<file path="config.mk">
export PLATFORM = sky130hd
export DESIGN_NAME = osc_select_ctrl
export DESIGN_NICKNAME = d
export VERILOG_FILES = /design/src/hdl/osc_pkg.sv /design/src/hdl/osc_freq_decode.sv /design/src/hdl/osc_select_ctrl.sv
export SDC_FILE = /design/constraint.sdc
export NUM_CORES = 1
export LEC_CHECK = 0
export ABC_AREA = 0
export BUFFER_PORTS_ARGS = -buffer_cell sky130_fd_sc_hd__buf_2
export CAP_MARGIN = 20
export CORE_MARGIN = 3
export CORE_UTILIZATION = 25
export CTS_BUF_LIST = sky130_fd_sc_hd__clkbuf_8
export CTS_CLUSTER_SIZE = 25
export DETAILED_ROUTE_END_ITERATION = 8
export SLEW_MARGIN = 5
export SYNTH_ARGS = -nofsm -noshare
export SYNTH_HDL_FRONTEND = slang
export SYNTH_SLANG_ARGS = --single-unit
</file>
<file path="constraint.sdc">
create_clock -name sys_clk -period 1.6 [get_ports sys_clk]
set_input_delay 0.32 -clock sys_clk [delete_from_list [all_inputs] [get_ports sys_clk]]
set_output_delay 0.32 -clock sys_clk [all_outputs]
set_load 0.005 [all_outputs]
</file>
<file path="src/hdl/osc_pkg.sv">
// Purpose: constants for the oscillator select control block
// Assumes: one 8-bit control register on a plain strobe port
// Notes:   frequencies in kHz; the source encodings are local choices
package osc_pkg;
  localparam logic [1:0] REG_ADDR     = 2'h0;
  localparam logic [1:0] ADDR_CFG     = 2'h1;
  localparam int         BIT_SW_MULT  = 7;
  localparam int         FREQ_HI      = 6;
  localparam int         FREQ_LO      = 3;
  localparam int         BIT_UNIMPL   = 2;
  localparam int         SRC_HI       = 1;
  localparam int         SRC_LO       = 0;
  localparam logic [3:0] FREQ_RESET   = 4'h7;
  localparam logic [1:0] SRC_RESET    = 2'h0;
  localparam logic       SW_MULT_RST  = 1'b0;
  localparam logic [7:0] WRITE_MASK   = 8'hFB;
  typedef enum logic [2:0] {
    OSC_BAND_LF = 3'b001,
    OSC_BAND_MF = 3'b010,
    OSC_BAND_HF = 3'b100
  } osc_band_t;
  typedef enum logic [2:0] {
    OSC_SRC_CFG   = 3'b001,
    OSC_SRC_TIMER = 3'b010,
    OSC_SRC_INT   = 3'b100
  } osc_src_t;
  localparam logic [15:0] KHZ_LF     = 16'h001F;
  localparam logic [15:0] KHZ_MF_MIN = 16'h001F;
  localparam logic [15:0] KHZ_8M     = 16'h1F40;
  localparam logic [15:0] KHZ_32M    = 16'h7D00;
endpackage : osc_pkg

</file>
<file path="src/hdl/osc_freq_decode.sv">
// Purpose: map frequency select code and multiplier state to band and rate
// Assumes: registered outputs, one cycle after the inputs change
// Notes:   31.25 kHz codes report 31 kHz since rate is whole kHz
module osc_freq_decode (
  input  wire logic              sys_clk,
  input  wire logic              reset,
  input  wire logic [3:0]        freq_sel,
  input  wire logic              mult_on,
  output osc_pkg::osc_band_t     band_q,
  output logic [15:0]            khz_q
);
  osc_pkg::osc_band_t band_d;
  logic [15:0]        khz_d;
  logic [15:0]        hf_khz;
  logic [15:0]        mf_khz;

  // high band: 125 kHz doubling from code 1000; 1110 gets 8 or 32 MHz
  assign hf_khz = (freq_sel == 4'hE) ? (mult_on ? osc_pkg::KHZ_32M : osc_pkg::KHZ_8M)
                                     : (16'h007D << freq_sel[2:0]);
  // mid band halves down from 500 kHz; 0011 duplicates 31.25 kHz from the high source
  // halving from 500 keeps 125 and 250 exact, where doubling 31 would drift low
  assign mf_khz = (freq_sel[2:0] <= 3'h3) ? osc_pkg::KHZ_MF_MIN
                                          : (16'h01F4 >> (3'h7 - freq_sel[2:0]));

  always_comb begin
    band_d = osc_pkg::OSC_BAND_LF;
    khz_d  = osc_pkg::KHZ_LF;
    if (freq_sel[3]) begin
      band_d = osc_pkg::OSC_BAND_HF;
      khz_d  = hf_khz;
    end else if (freq_sel[2:1] != 2'h0) begin
      band_d = (freq_sel == 4'h3) ? osc_pkg::OSC_BAND_HF : osc_pkg::OSC_BAND_MF;
      khz_d  = (freq_sel == 4'h7) ? 16'h01F4 : mf_khz;
    end
  end

  always_ff @(posedge sys_clk) begin
    if (reset) begin
      band_q <= osc_pkg::OSC_BAND_MF;
      khz_q  <= 16'h01F4;
    end else begin
      band_q <= band_d;
      khz_q  <= khz_d;
    end
  end
endmodule : osc_freq_decode

</file>
<file path="src/hdl/osc_select_ctrl.sv">
// Purpose: oscillator control register and clock source selection
// Assumes: configuration fields are static inputs, synchronous to sys_clk
// Notes:   outputs are registered and follow a write by one or two cycles
//
// The address map and the plain strobed port were decided locally.
module osc_select_ctrl (
  input  wire logic           sys_clk,
  input  wire logic           reset,
  input  wire logic [1:0]     addr,
  input  wire logic [7:0]     wdata,
  input  wire logic           wr_en,
  input  wire logic           rd_en,
  output logic [7:0]          rdata_q,
  input  wire logic           cfg_multiplier_force,
  input  wire logic [2:0]     cfg_osc_source_sel,
  output logic                times_four_multiplier_q,
  output osc_pkg::osc_src_t   src_q,
  output logic [2:0]          cfg_mode_q,
  output osc_pkg::osc_band_t  band_q,
  output logic [15:0]         khz_q
);
  logic                sw_multiplier_enable_q;
  logic [3:0]          int_osc_freq_sel_q;
  logic [1:0]          sys_clk_source_sel_q;
  logic [7:0]          reg_view;
  logic                reg_wr;
  logic                mult_d;
  osc_pkg::osc_src_t   src_d;
  logic [7:0]          rdata_d;

  assign reg_wr   = wr_en && (addr == osc_pkg::REG_ADDR);
  assign reg_view = {sw_multiplier_enable_q, int_osc_freq_sel_q, 1'b0,
                     sys_clk_source_sel_q};
  assign mult_d   = cfg_multiplier_force | sw_multiplier_enable_q;
  assign src_d    = sys_clk_source_sel_q[1] ? osc_pkg::OSC_SRC_INT
                  : sys_clk_source_sel_q[0] ? osc_pkg::OSC_SRC_TIMER
                  : osc_pkg::OSC_SRC_CFG;
  // unmapped reads return zero; config view at second address
  assign rdata_d  = !rd_en ? 8'h00
                  : (addr == osc_pkg::REG_ADDR) ? reg_view
                  : (addr == osc_pkg::ADDR_CFG) ? {4'h0, cfg_multiplier_force,
                                                   cfg_osc_source_sel}
                  : 8'h00;

  always_ff @(posedge sys_clk) begin
    if (reset) begin
      sw_multiplier_enable_q <= osc_pkg::SW_MULT_RST;
      int_osc_freq_sel_q     <= osc_pkg::FREQ_RESET;
      sys_clk_source_sel_q   <= osc_pkg::SRC_RESET;
    end else if (reg_wr) begin
      sw_multiplier_enable_q <= wdata[osc_pkg::BIT_SW_MULT];
      int_osc_freq_sel_q     <= wdata[osc_pkg::FREQ_HI:osc_pkg::FREQ_LO];
      sys_clk_source_sel_q   <= wdata[osc_pkg::SRC_HI:osc_pkg::SRC_LO];
    end
  end

  always_ff @(posedge sys_clk) begin
    if (reset) begin
      rdata_q                 <= 8'h00;
      times_four_multiplier_q <= 1'b0;
      src_q                   <= osc_pkg::OSC_SRC_CFG;
      cfg_mode_q              <= 3'h0;
    end else begin
      rdata_q                 <= rdata_d;
      times_four_multiplier_q <= mult_d;
      src_q                   <= src_d;
      cfg_mode_q              <= cfg_osc_source_sel;
    end
  end

  osc_freq_decode u_freq (
    .sys_clk  (sys_clk),
    .reset    (reset),
    .freq_sel (int_osc_freq_sel_q),
    .mult_on  (mult_d),
    .band_q   (band_q),
    .khz_q    (khz_q)
  );

  a_mult_force: assert property (@(posedge sys_clk) disable iff (reset)
    cfg_multiplier_force && $stable(cfg_multiplier_force) |=> times_four_multiplier_q)
    else $error("multiplier not forced on");
  a_mult_sw: assert property (@(posedge sys_clk) disable iff (reset)
    !cfg_multiplier_force ##1 !cfg_multiplier_force
      |-> times_four_multiplier_q == $past(sw_multiplier_enable_q))
    else $error("multiplier does not follow software bit");
  a_reset_freq: assert property (@(posedge sys_clk)
    $past(reset) |-> int_osc_freq_sel_q == 4'h7)
    else $error("frequency code wrong after reset");
  a_band_hf: assert property (@(posedge sys_clk) disable iff (reset)
    int_osc_freq_sel_q[3] && $stable(int_osc_freq_sel_q) |=> band_q == osc_pkg::OSC_BAND_HF)
    else $error("high code not in high band");
  a_band_lf: assert property (@(posedge sys_clk) disable iff (reset)
    int_osc_freq_sel_q[3:1] == 3'h0 && $stable(int_osc_freq_sel_q)
      |=> band_q == osc_pkg::OSC_BAND_LF && khz_q == 16'h001F)
    else $error("low code not in low band");
  a_code_e: assert property (@(posedge sys_clk) disable iff (reset)
    int_osc_freq_sel_q == 4'hE && $stable(int_osc_freq_sel_q) && $stable(mult_d)
      |=> khz_q == (times_four_multiplier_q ? 16'h7D00 : 16'h1F40))
    else $error("code 1110 rate wrong");
  a_src_int: assert property (@(posedge sys_clk) disable iff (reset)
    reg_wr && wdata[1] |=> ##1 src_q == osc_pkg::OSC_SRC_INT)
    else $error("internal source not selected");
  a_src_timer: assert property (@(posedge sys_clk) disable iff (reset)
    reg_wr && wdata[1:0] == 2'h1 |=> ##1 src_q == osc_pkg::OSC_SRC_TIMER)
    else $error("timer source not selected");
  a_src_cfg: assert property (@(posedge sys_clk) disable iff (reset)
    reg_wr && wdata[1:0] == 2'h0 |=> ##1 src_q == osc_pkg::OSC_SRC_CFG)
    else $error("configuration source not selected");
  a_bit2_zero: assert property (@(posedge sys_clk) disable iff (reset)
    rd_en && addr == osc_pkg::REG_ADDR |=> rdata_q[2] == 1'b0)
    else $error("bit 2 read nonzero");

  // multiplier is on when the software bit or the force input is set, and off when neither is
  a_mult_off: assert property (@(posedge sys_clk) disable iff (reset)
    !cfg_multiplier_force && !sw_multiplier_enable_q |=> !times_four_multiplier_q)
    else $error("multiplier on without request");
  a_mult_sw_on: assert property (@(posedge sys_clk) disable iff (reset)
    sw_multiplier_enable_q |=> times_four_multiplier_q)
    else $error("multiplier off with software bit set");
  a_mult_rise: assert property (@(posedge sys_clk) disable iff (reset)
    $rose(cfg_multiplier_force) |=> times_four_multiplier_q)
    else $error("multiplier not on after force rises");

  // reset state, seen both during reset and at the first edge after it
  a_reset_regs: assert property (@(posedge sys_clk)
    $past(reset) |-> reg_view == {osc_pkg::SW_MULT_RST, osc_pkg::FREQ_RESET, 1'b0,
                                  osc_pkg::SRC_RESET})
    else $error("control register wrong after reset");
  a_reset_outs: assert property (@(posedge sys_clk)
    $past(reset) |-> band_q == osc_pkg::OSC_BAND_MF && khz_q == 16'h01F4)
    else $error("rate outputs wrong after reset");
  a_reset_misc: assert property (@(posedge sys_clk)
    $past(reset) |-> !times_four_multiplier_q && rdata_q == 8'h00)
    else $error("multiplier or read data wrong after reset");
  a_reset_src: assert property (@(posedge sys_clk)
    $past(reset) |-> src_q == osc_pkg::OSC_SRC_CFG)
    else $error("source wrong after reset");

  // register port behaviour
  a_rd_idle: assert property (@(posedge sys_clk) disable iff (reset)
    !rd_en |=> rdata_q == 8'h00)
    else $error("read data not zero when idle");
  a_rd_view: assert property (@(posedge sys_clk) disable iff (reset)
    rd_en && addr == osc_pkg::REG_ADDR |=> rdata_q == $past(reg_view))
    else $error("control readback wrong");
  a_rd_cfg: assert property (@(posedge sys_clk) disable iff (reset)
    rd_en && addr == osc_pkg::ADDR_CFG
      |=> rdata_q == {4'h0, $past(cfg_multiplier_force), $past(cfg_osc_source_sel)})
    else $error("configuration view wrong");
  a_wr_other: assert property (@(posedge sys_clk) disable iff (reset)
    wr_en && addr != osc_pkg::REG_ADDR |=> $stable(reg_view))
    else $error("write to other address changed control");
  a_wr_fields: assert property (@(posedge sys_clk) disable iff (reset)
    reg_wr |=> int_osc_freq_sel_q == $past(wdata[osc_pkg::FREQ_HI:osc_pkg::FREQ_LO])
           && sys_clk_source_sel_q == $past(wdata[osc_pkg::SRC_HI:osc_pkg::SRC_LO])
           && sw_multiplier_enable_q == $past(wdata[osc_pkg::BIT_SW_MULT]))
    else $error("control fields not written");

  // source decode from the held select field, and the configuration mode copy
  a_src_sel3: assert property (@(posedge sys_clk) disable iff (reset)
    sys_clk_source_sel_q == 2'h3 |=> src_q == osc_pkg::OSC_SRC_INT)
    else $error("select 11 not internal");
  a_src_sel2: assert property (@(posedge sys_clk) disable iff (reset)
    sys_clk_source_sel_q == 2'h2 |=> src_q == osc_pkg::OSC_SRC_INT)
    else $error("select 10 not internal");
  a_src_hold: assert property (@(posedge sys_clk) disable iff (reset)
    $stable(sys_clk_source_sel_q) |=> $stable(src_q))
    else $error("source moved without select change");
  a_cfg_mode: assert property (@(posedge sys_clk) disable iff (reset)
    1'b1 |=> cfg_mode_q == $past(cfg_osc_source_sel))
    else $error("configuration mode copy wrong");

  // band and rate for codes the earlier checks leave open
  a_band_mf: assert property (@(posedge sys_clk) disable iff (reset)
    int_osc_freq_sel_q[3:2] == 2'h1 && $stable(int_osc_freq_sel_q)
      |=> band_q == osc_pkg::OSC_BAND_MF)
    else $error("mid code not in mid band");
  a_band_dup: assert property (@(posedge sys_clk) disable iff (reset)
    int_osc_freq_sel_q == 4'h3 && $stable(int_osc_freq_sel_q)
      |=> band_q == osc_pkg::OSC_BAND_HF && khz_q == 16'h001F)
    else $error("code 0011 not high band duplicate");
  a_code_7: assert property (@(posedge sys_clk) disable iff (reset)
    int_osc_freq_sel_q == 4'h7 && $stable(int_osc_freq_sel_q)
      |=> band_q == osc_pkg::OSC_BAND_MF && khz_q == 16'h01F4)
    else $error("code 0111 rate wrong");
  a_code_b: assert property (@(posedge sys_clk) disable iff (reset)
    int_osc_freq_sel_q == 4'hB && $stable(int_osc_freq_sel_q)
      |=> khz_q == 16'h03E8)
    else $error("code 1011 rate wrong");
  a_code_8: assert property (@(posedge sys_clk) disable iff (reset)
    int_osc_freq_sel_q == 4'h8 && $stable(int_osc_freq_sel_q)
      |=> khz_q == 16'h007D)
    else $error("code 1000 rate wrong");
  a_code_5: assert property (@(posedge sys_clk) disable iff (reset)
    int_osc_freq_sel_q == 4'h5 && $stable(int_osc_freq_sel_q)
      |=> khz_q == 16'h007D)
    else $error("code 0101 rate wrong");
  a_band_hold: assert property (@(posedge sys_clk) disable iff (reset)
    $stable(int_osc_freq_sel_q) && $stable(mult_d) |=> $stable(khz_q) && $stable(band_q))
    else $error("rate moved without code change");

  c_force_on: cover property (@(posedge sys_clk) disable iff (reset)
    cfg_multiplier_force && !sw_multiplier_enable_q ##1 times_four_multiplier_q);
  c_band_lf: cover property (@(posedge sys_clk) disable iff (reset)
    band_q == osc_pkg::OSC_BAND_LF);

  c_write_read: cover property (@(posedge sys_clk) disable iff (reset)
    reg_wr ##1 rd_en && addr == osc_pkg::REG_ADDR);
  c_mult_32m: cover property (@(posedge sys_clk) disable iff (reset)
    khz_q == 16'h7D00);
  c_src_timer: cover property (@(posedge sys_clk) disable iff (reset)
    src_q == osc_pkg::OSC_SRC_TIMER);
endmodule : osc_select_ctrl

</file>
==> run metrics, run 1 <==
Layout fillers=558; number of global-route vias before repair=1040; Yosys reg bits=40; distinct cell type count after synthesis=29; Worst EP required=1.78 ns; post-synthesis instance total=135; synthesized area per cell=10.12 um^2; final std cells w/o fill=257; synth warn=0; ANT nets after route=0; Placed Cells incl. Taps=249; crit path to=u_freq.khz_q[6]; RSZ-0062 raised after global routing=false; area of the multi-input gates=494.2 um^2; RR Startpoint=int_osc_freq_sel_q[0]; startpoint types=flip-flop; initial antenna violation count=0; die height=79.93 um; Hold Startpoint=wdata[3]; final setup skew=0.002420 ns; r2r setup slk=0.34 ns; crit share post-route=78.62%; fin crit period=1.258 ns; maximum VDD drop=0.0003865 V; chip width=79.93 um; status=complete, no violations; Port Buf Inserts=49; CTS Sinks=40; clk_lat worst skew=0.28 ns; Via density=4.121; initial core utilization=26.25%; I/O pin count=52; DR DRC count=0; final hold viol count=0; # resized after CTS=0; Seq/Total Area, Yosys=58.61%; num rows=26; GRT overflow=0; register area=800.8 um^2; Fin Setup TNS=0 ns; layout cell share with drive strength beyond 1=35.83%; Mapped Area=1366 um^2; Setup Viol. Count Final=0; via count of the routed design=1059; core area=5205 um^2; fmax=794.9 MHz; total wire length=3.017 mm; Max-cap violations=0; first-pass GRT wire length=4.843 mm; pin count of the biggest net entering global routing=30; clock tree from TritonCTS=built; Worst Hold Class=input pin to flip-flop; Total Routing Usage GR=10.15%; Area Overhead vs Synth=33.06%; Mapped Nets=153; Post-layout nets=204; TritonRoute pass-1 iters=4; detailed placement HPWL=2.161 mm; R2R depth=3; Hold-fix buffers, CTS=0; first-iteration detailed-routing DRC count=56; CP max FO=4; WL per Instance=11.74 um; PwrDens=1149 nW/um^2; total power=2.089 mW; CTS clk-pin slew, worst paths=0.07 ns; Critical Path End Type=flip-flop; post-CTS setup repair buffer count=0; capturing point of the worst reg2reg path=u_freq.khz_q[6]; clock buffer depth=2; Crit Path Category=flip-flop to flip-flop; number of diodes=0; RePlAce Congestion=0.7177; static leakage=0.8251 nW; Final Max Tran Viols=0; die area=6388 um^2; crit path from=int_osc_freq_sel_q[0]; crit path DAT=1.43 ns; Root Buffer=clkbuf_8; H-tree depth=2; CTS Buf Count=5
[cells by family after synthesis]
kind of cell | synth area share (%)
AO/OA/AOI/OAI | 11.17
buffers and inverters | 5.219
flip-flops | 58.61
multiplexers | 5.861
other | 0.2745
AND/OR/NAND/NOR | 18.86
[area by class of cell]
cell class,instances,share of cell area [%]
Timing Repair Buffer,56,16.38
Tap cell,70,4.818
Inverter,3,0.6194
Clock inverter,1,1.652
Clock buffer,7,5.299
Sequential cell,40,44.05
Multi-Input combinational cell,80,27.19
[cell usage in the layout (no fill, tap or decap)]
master	count
or2b_1	1
a311o_1	1
o21ai_0	5
nor2b_1	8
clkbuf_8	7
nand3_1	2
or2_1	1
a221oi_1	2
bufinv_16	1
a31o_2	1
nor3_1	5
or3b_2	1
inv_1	3
mux2i_1	8
and2_1	3
nand2b_1	2
a21o_1	2
conb_1	1
a31oi_1	2
o21bai_1	3
dfxtp_1	40
nor3b_1	2
a21oi_1	3
nor2_1	19
nor3b_2	1
nand4b_1	1
buf_2	49
a211o_1	3
nand2_1	3
buf_4	7
[cells in the mapped netlist, drive strengths merged]
cell | count | area share (%)
mux2i | 8 | 5.9
a31o | 1 | 0.64
a221oi | 2 | 1.3
dfxtp | 40 | 59
nor3 | 5 | 1.8
conb | 1 | 0.27
a21o | 2 | 1.1
or2 | 1 | 0.46
inv | 3 | 0.82
nor2b | 8 | 3.7
clkbuf | 6 | 1.6
or2b | 1 | 0.55
a31oi | 2 | 0.92
nor2 | 19 | 5.2
a311o | 1 | 0.73
buf | 6 | 2.7
nor3b | 3 | 2.0
o21bai | 3 | 1.6
nand2b | 2 | 0.92
o21ai | 5 | 1.8
a211o | 3 | 1.9
or3b | 1 | 0.64
and2 | 3 | 1.4
nand4b | 1 | 0.64
nand2 | 3 | 0.82
nand3 | 2 | 0.73
a21oi | 3 | 1.1
[power by group]
group	switching [mW]	internal [mW]
registers	0.0112	1.03
clock network	0.328	0.550
logic	0.0872	0.0812
total	0.427	1.66
[flip-flops by register name, indices dropped and copies added (netlist names)]
signal                   count
cfg_mode_q                   3
int_osc_freq_sel_q           4
rdata_q                      8
src_q                        3
sw_multiplier_enable_q       1
sys_clk_source_sel_q         2
times_four_multiplier_q      1
u_freq.band_q                3
u_freq.khz_q                15
[critical path: stages (launching register included)]
cell	delay [ns]
dfxtp_1	0.31
nand4b_1	0.20
or2_1	0.28
a311o_1	0.36
[stage by stage]
step / hold WS (ns) / worst slack, ns / instance area (um^2) / util, %
after floorplan: 0.4378 / 0.3628 / 1366 / -
after global placement: 0.4723 / 0.2867 / 1692 / 32.50
after detailed placement: 0.4827 / 0.2630 / 1692 / 32.50
after CTS: 0.2242 / 0.3494 / 1818 / 34.93
after global routing: 0.2319 / 0.2847 / 1818 / 34.93
final: 0.2349 / 0.3420 / 1818 / 34.93
[worst min path at each step]
stage                                       end  cells past startpoint
after global routing      int_osc_freq_sel_q[1]                      2
after floorplan           int_osc_freq_sel_q[2]                      1
after CTS                 int_osc_freq_sel_q[0]                      2
after detailed placement             rdata_q[7]                      1
final                     int_osc_freq_sel_q[0]                      2
after global placement               rdata_q[7]                      1
[layer usage]
metal | share of wire [%] | up-vias | track usage [%]
met2 | 44 | 37 | 15.07
met4 | 1.7 | 0 | 4.561
li1 | - | 546 | -
met3 | 9.4 | 5 | 5.530
met5 | 0 | - | 0
met1 | 45 | 471 | 11.93
(Power assumes the default switching activity.)
==> run 2, diff against run 1 <==
==> constraint.sdc (replaced) <==
create_clock -name sys_clk -period 1.2 [get_ports sys_clk]
set_input_delay 0.24 -clock sys_clk [delete_from_list [all_inputs] [get_ports sys_clk]]
set_output_delay 0.24 -clock sys_clk [all_outputs]
set_load 0.005 [all_outputs]
==> run 2 against run 1 <==
Net effect:
- clock skew rose by 0.0046 ns
- via count rose by 1.1%
- global-route usage fell by 0.31 points
- sequential share of layout area rose by 0.16 points
- clock power fell by 8.9%
- first-iteration DRC count rose by 45%
- final area fell by 0.21%
- sequential power rose by 34%
- die area did not move
- largest power group unchanged
==> run metrics, run 2 (synthesis gave the netlist of run 1 again) <==
fin crit period=1.187 ns (-0.07140 ns); pin count of the biggest net entering global routing=17 (-43%); final setup skew=0.007014 ns (+0.004593 ns); die height=79.93 um (unchanged); max FFs per register=15 (unchanged); fmax=842.8 MHz (+6.0%); met3 wire length=232 um (-18%); initial core utilization=26.25% (unchanged); num rows=26 (unchanged); Post-layout nets=209 (+2.5%); static leakage=0.8280 nW (+0.34%); startpoint types=flip-flop; initial antenna violation count=0 (unchanged); die area=6388 um^2 (unchanged); PnR worst setup slack=0.01343 ns (-0.3286 ns); Reg with most FFs=u_freq.khz_q; H-tree depth=2 (unchanged); RSZ-0062 raised after global routing=true; Top Registers=u_freq.khz_q (15), rdata_q (8), int_osc_freq_sel_q (4); Worst Hold Class=input pin to flip-flop; I/O pin count=52 (unchanged); detailed placement HPWL=2.156 mm (-0.25%); first-pass GRT wire length=4.809 mm (-0.70%); total wire length=2.995 mm (-0.73%); final hold viol count=0 (unchanged); Top Layer Used=met4; chip width=79.93 um (unchanged); TritonRoute pass-1 iters=4 (unchanged); Worst EP required=1.37 ns (-0.41 ns); crit share post-route=98.88% (+20 points); dpl ws=0.01605 ns (-0.2470 ns); clock buffer depth=2 (unchanged); WL per Instance=11.48 um (-2.3%); Total Routing Usage GR=9.838% (-0.31 points); commonest non-fill, non-tap cell in the layout=buf_2; status=complete, no violations; Levels on crit path=3 (unchanged); Final Max Tran Viols=0 (unchanged); DR DRC count=0 (unchanged); Area Overhead vs Synth=32.78%; Port Buf Inserts=49 (unchanged); number of global-route vias before repair=989 (-4.9%); R2R depth=3 (unchanged); critical path's top delay family=simple AND/OR/NAND/NOR gates; crit path DAT=1.36 ns (-0.07 ns); CTS clk-pin slew, worst paths=0.07 ns (about the same); GRT overflow=0 (unchanged); Hold Path Depth=2 (unchanged); slowest stage cell on the critical path=dfxtp_1; number of diodes=0 (unchanged); most frequent cells in the layout=buf_2 (49), dfxtp_1 (39), nor2_1 (19); clock tree from TritonCTS=built; wire length on met2=1.308 mm (-1.4%); first-iteration detailed-routing DRC count=81 (+45%); Setup Viol. Count Final=0 (unchanged); worst path bufs/invs=0 (unchanged); Via density=4.103 (-0.42%); total power=2.427 mW (+16%); Root Buffer=clkbuf_8; Crit Path Category=flip-flop to flip-flop; maximum VDD drop=0.0003952 V (+2.2%); CP Cell Sequence=nand4b_1 -> or2_1 -> a311o_1; ANT nets after route=0 (unchanged); CTS Buf Count=5 (unchanged); Max-cap violations=0 (unchanged); wl on met1=1.382 mm (+2.1%); layout cell share with drive strength beyond 1=37.70% (+1.9 points); Critical Path End Type=flip-flop; via count of the routed design=1071 (+1.1%); clk_lat worst skew=0.29 ns (about the same); PwrDens=1338 nW/um^2 (+16%); CP max stage delay=0.31 ns (-0.05 ns); CTS Sinks=40 (unchanged); core area=5205 um^2 (unchanged); RePlAce Congestion=0.7096 (-1.1%); CP max FO=2 (-2)
## run 2: where the power goes
part | switching (mW) | internal [mW] | total, mW | leakage (nW)
clock | 0.414 | 0.386 | 0.800 | 0.0452
sequential | 0.0148 | 1.38 | 1.39 | 0.326
combinational | 0.121 | 0.115 | 0.237 | 0.457
## run 2: worst paths after layout
kind | start | endpoint | slack [ns]
setup / recovery | int_osc_freq_sel_q[0] | u_freq.khz_q[6] | 0.01
hold reg to reg | sys_clk_source_sel_q[0] | src_q[0] | 0.48
hold / removal | wdata[5] | int_osc_freq_sel_q[2] | 0.15
setup reg to reg | int_osc_freq_sel_q[0] | u_freq.khz_q[6] | 0.01
## run 2: area by class of cell
type                            count  area (um^2)
Sequential cell                    40        802.0
Clock inverter                      2        8.758
Multi-Input combinational cell     80        500.5
Clock buffer                        5        68.82
Tap cell                           70        87.58
Inverter                            3        11.26
Timing Repair Buffer               61        335.3
Fill cell                         566         3391
## run 2: layer usage
layer	GRT usage (%)	vias up
met5	0	-
met4	5.574	0
met3	3.950	6
met2	14.16	33
met1	12.32	475
li1	-	557
## run 2: repair_timing
| action | CTS | global route |
|---|---|---|
| gates resized for setup | 0 | 2 |
| setup endpoints to repair | 0 | 3 |
| hold buffers | 0 | 0 |
| setup buffers | 0 | 0 |
## run 2: per-stage QoR
step | cells | hold WS [ns] | instance area [um^2] | utilization, % | TNS [ns]
after floorplan | 135 | 0.3578 | 1370 | - | 0
after global placement | 254 | 0.4436 | 1729 | 33.22 | -0.02968
after detailed placement | 254 | 0.4475 | 1729 | 33.22 | 0
after CTS | 261 | 0.1412 | 1807 | 34.71 | 0
after global routing | 261 | 0.1321 | 1814 | 34.86 | -0.03315
final | 261 | 0.1495 | 1814 | 34.86 | 0
==> run 3, diff against run 2 <==
--- a/config.mk
+++ b/config.mk
@@ -16,4 +16,5 @@
 export SLEW_MARGIN = 5
 export SYNTH_ARGS = -nofsm -noshare
 export SYNTH_HDL_FRONTEND = slang
+export SYNTH_HIERARCHICAL = 1
 export SYNTH_SLANG_ARGS = --single-unit
==> run 3 against run 2 <==
Net effect:
- register-to-register slack better by 0.08 ns
- critical path depth unchanged
- synthesized cell count increased by 3.7%
- clock skew rose by 0.0042 ns
- first-iteration DRC count decreased by 40%
- flip-flop and latch count did not move
- worst hold slack better by 0.022 ns
- synthesized area grew 9.4%
- die area is 8.7% higher
- sequential share of layout area decreased by 2.7 points
- sequential power barely moved
- worst setup slack improved by 0.075 ns
==> run metrics, run 3 <==
FFs w/ async S/R, synth=0% (unchanged); fin crit period=1.111 ns (-0.07529 ns); CP max stage delay=0.54 ns (+0.23 ns); CTS Buf Count=5 (unchanged); capturing point of the worst reg2reg path=u_freq/khz_q[14]; Fin Setup TNS=0 ns (unchanged); Post-layout nets=217 (+3.8%); via count of the routed design=1106 (+3.3%); first-iteration detailed-routing DRC count=49 (-40%); GRT overflow=0 (unchanged); largest area contributor in the netlist=dfxtp_1; chip width=83.34 um (+4.3%); Hold Startpoint=cfg_osc_source_sel[0]; slowest stage cell on the critical path=dfxtp_1; Mapped Area=1495 um^2 (+9.4%); Crit Path Category=flip-flop to flip-flop; WHS Endpoint=cfg_mode_q[0]; layout cell share with drive strength beyond 1=41.50% (+3.8 points); maximum VDD drop=0.0005511 V (+39%); CTS clk-pin slew, worst paths=0.08 ns (about the same); Setup Viol. Count Final=0 (unchanged); ANT nets after route=0 (unchanged); detailed placement HPWL=2.316 mm (+7.4%); Mapped Nets=158 (+3.3%); final hold viol count=0 (unchanged); distinct cell type count after synthesis=37 (+28%); die area=6945 um^2 (+8.7%); ys flop type=dfxtp_1; R2R depth=3 (unchanged); clock buffer depth=2 (unchanged); GRT met3 Usage=4.067% (+0.12 points); most frequent cells in the layout=buf_2 (49), dfxtp_1 (38), nor2_1 (13), buf_4 (13); RePlAce Congestion=0.7293 (+2.8%); Total Routing Usage GR=9.025% (-0.81 points); Critical Path End Type=flip-flop; Reg with most FFs=u_freq/khz_q; status=complete, no violations; met2 usage=14.14% (-0.016 points); WL per Instance=11.22 um (-2.2%); initial antenna violation count=0 (unchanged); Port Buf Inserts=49 (unchanged); num rows=27 (+3.8%); post-synth top area share=53.56% (-5.1 points); r2r setup slk=0.09 ns (+0.08 ns); Yosys reg bits=40 (unchanged); H-tree depth=2 (unchanged); grt peak-use layer=met2; commonest non-fill, non-tap cell in the layout=buf_2; synthesized area per cell=10.68 um^2 (+5.5%); number of global-route vias before repair=1072 (+8.4%); total wire length=3.053 mm (+1.9%); number of diodes=0 (unchanged); post-synthesis instance total=140 (+3.7%); clk_lat worst skew=0.29 ns (about the same); Global Route met1 Usage=10.20% (-2.1 points); Synth top cells by count=dfxtp_1 (40), nor2_1 (13), mux2i_1 (10), nand2b_1 (10), nor2b_1 (7); pin count of the biggest net entering global routing=19 (+2); core area=5642 um^2 (+8.4%); clock tree from TritonCTS=built; CP Cell Sequence=nand2_1 -> nor2_2 -> and3_2; Worst EP required=1.43 ns (+0.06 ns); Via density=4.066 (-0.91%); Area Overhead vs Synth=29.37%; I/O pin count=52 (unchanged); startpoint types=flip-flop; final setup skew=0.01123 ns (+0.004214 ns); TritonRoute pass-1 iters=4 (unchanged); initial core utilization=26.50% (+0.25 points); CP max FO=10 (+8); first-pass GRT wire length=4.899 mm (+1.9%); fin area=1934 um^2 (+6.6%); Worst Hold Class=input pin to flip-flop; Max-cap violations=0 (unchanged); PwrDens=1312 nW/um^2 (-2.0%); Root Buffer=clkbuf_8; crit path DAT=1.34 ns (-0.02 ns); DR DRC count=0 (unchanged); Hold Path Depth=2 (unchanged); largest cells by area after synthesis=dfxtp_1 (54%), mux2i_1 (6.7%), nand2b_1 (4.2%); synth warn=6 (+6); die height=83.34 um (+4.3%); number of flops mapped to enable cells by yosys=0 (unchanged); fmax=899.9 MHz (+6.8%); RSZ-0062 raised after global routing=false; RR Startpoint=int_osc_freq_sel_q[3]; crit share post-route=92.61% (-6.3 points); Seq/Total Area, Yosys=53.56% (-5.1 points); Placed Area=1834 um^2 (+6.1%); static leakage=0.8819 nW (+6.5%); most frequent cell after synthesis=dfxtp_1; Final Max Tran Viols=0 (unchanged); CTS Sinks=40 (unchanged); Top Registers=u_freq/khz_q (15), rdata_q (8), int_osc_freq_sel_q (4); max FFs per register=15 (unchanged)
==> run 3: how the worst max path moves through the flow <==
| stage | from | endpoint | slack [ns] | cells after the start |
|---|---|---|---|---|
| 3_5_place_dp | addr[1] | int_osc_freq_sel_q[0] | 0.01 | 4 |
| 2_1_floorplan | addr[0] | sys_clk_source_sel_q[1] | 0.11 | 4 |
| 3_3_place_gp | addr[1] | int_osc_freq_sel_q[0] | 0.02 | 4 |
| 6_report | int_osc_freq_sel_q[3] | u_freq/khz_q[14] | 0.09 | 3 |
| 5_1_grt | int_osc_freq_sel_q[3] | u_freq/khz_q[14] | 0.007 | 3 |
| 4_1_cts | int_osc_freq_sel_q[2] | u_freq/khz_q[14] | 0.04 | 3 |
==> run 3: report_power, final <==
part / leakage (nW) / internal [mW] / total (mW) / switching (mW)
Combinational: 0.514 / 0.118 / 0.224 / 0.106
Sequential: 0.325 / 1.37 / 1.39 / 0.0206
Clock: 0.0434 / 0.465 / 0.923 / 0.458
==> run 3: repair_timing <==
| action | in CTS | in global routing |
|---|---|---|
| resized for setup | 0 | 2 |
| hold buffers | 0 | 0 |
| setup buffers | 0 | 0 |
| setup endpoints to repair | 0 | 5 |
==> run 3: cells by family after synthesis <==
group | Yosys count | synth area share [%]
and+or+nand+nor | 53 | 21.09
DFF | 40 | 53.56
AOI/OAI and AO/OA | 23 | 10.63
buffers and inverters | 12 | 6.777
muxes | 11 | 7.699
other | 1 | 0.2508
==> run 3: layer usage <==
metal	routed length (um)	share of wire, %	vias up
met5	0	0	-
met4	37	1.2	0
met3	200	6.6	2
met2	1401	46	32
met1	1413	46	493
li1	-	-	579
==> run 3: through the flow <==
stage	instances	worst slack (ns)	utilization (%)	power (mW)	hold WS, ns
final	272	0.08872	34.29	2.537	0.1719
after global routing	272	0.006613	34.29	2.651	0.1897
after global placement	264	0.01713	32.51	1.646	0.4682
after CTS	272	0.03881	34.24	2.585	0.1652
after floorplan	140	0.1142	-	1.555	0.3174
after detailed placement	264	0.01066	32.51	1.649	0.4708
==> run 3: critical path: cells and delay by family, from the launching register on <==
kind / cells / cell delay, ns
simple gates: 3 / 0.50
flops: 1 / 0.54
==> run 3: final cells by class <==
class                   count  area (um^2)
flip-flops and latches     40        803.3
clock buffers               6        82.58
inverters                   2        7.507
multi-input cells          88        593.1
repair buffers             62        342.8
well taps                  72        90.09
clock inverters             2        15.01
fillers                   590         3707
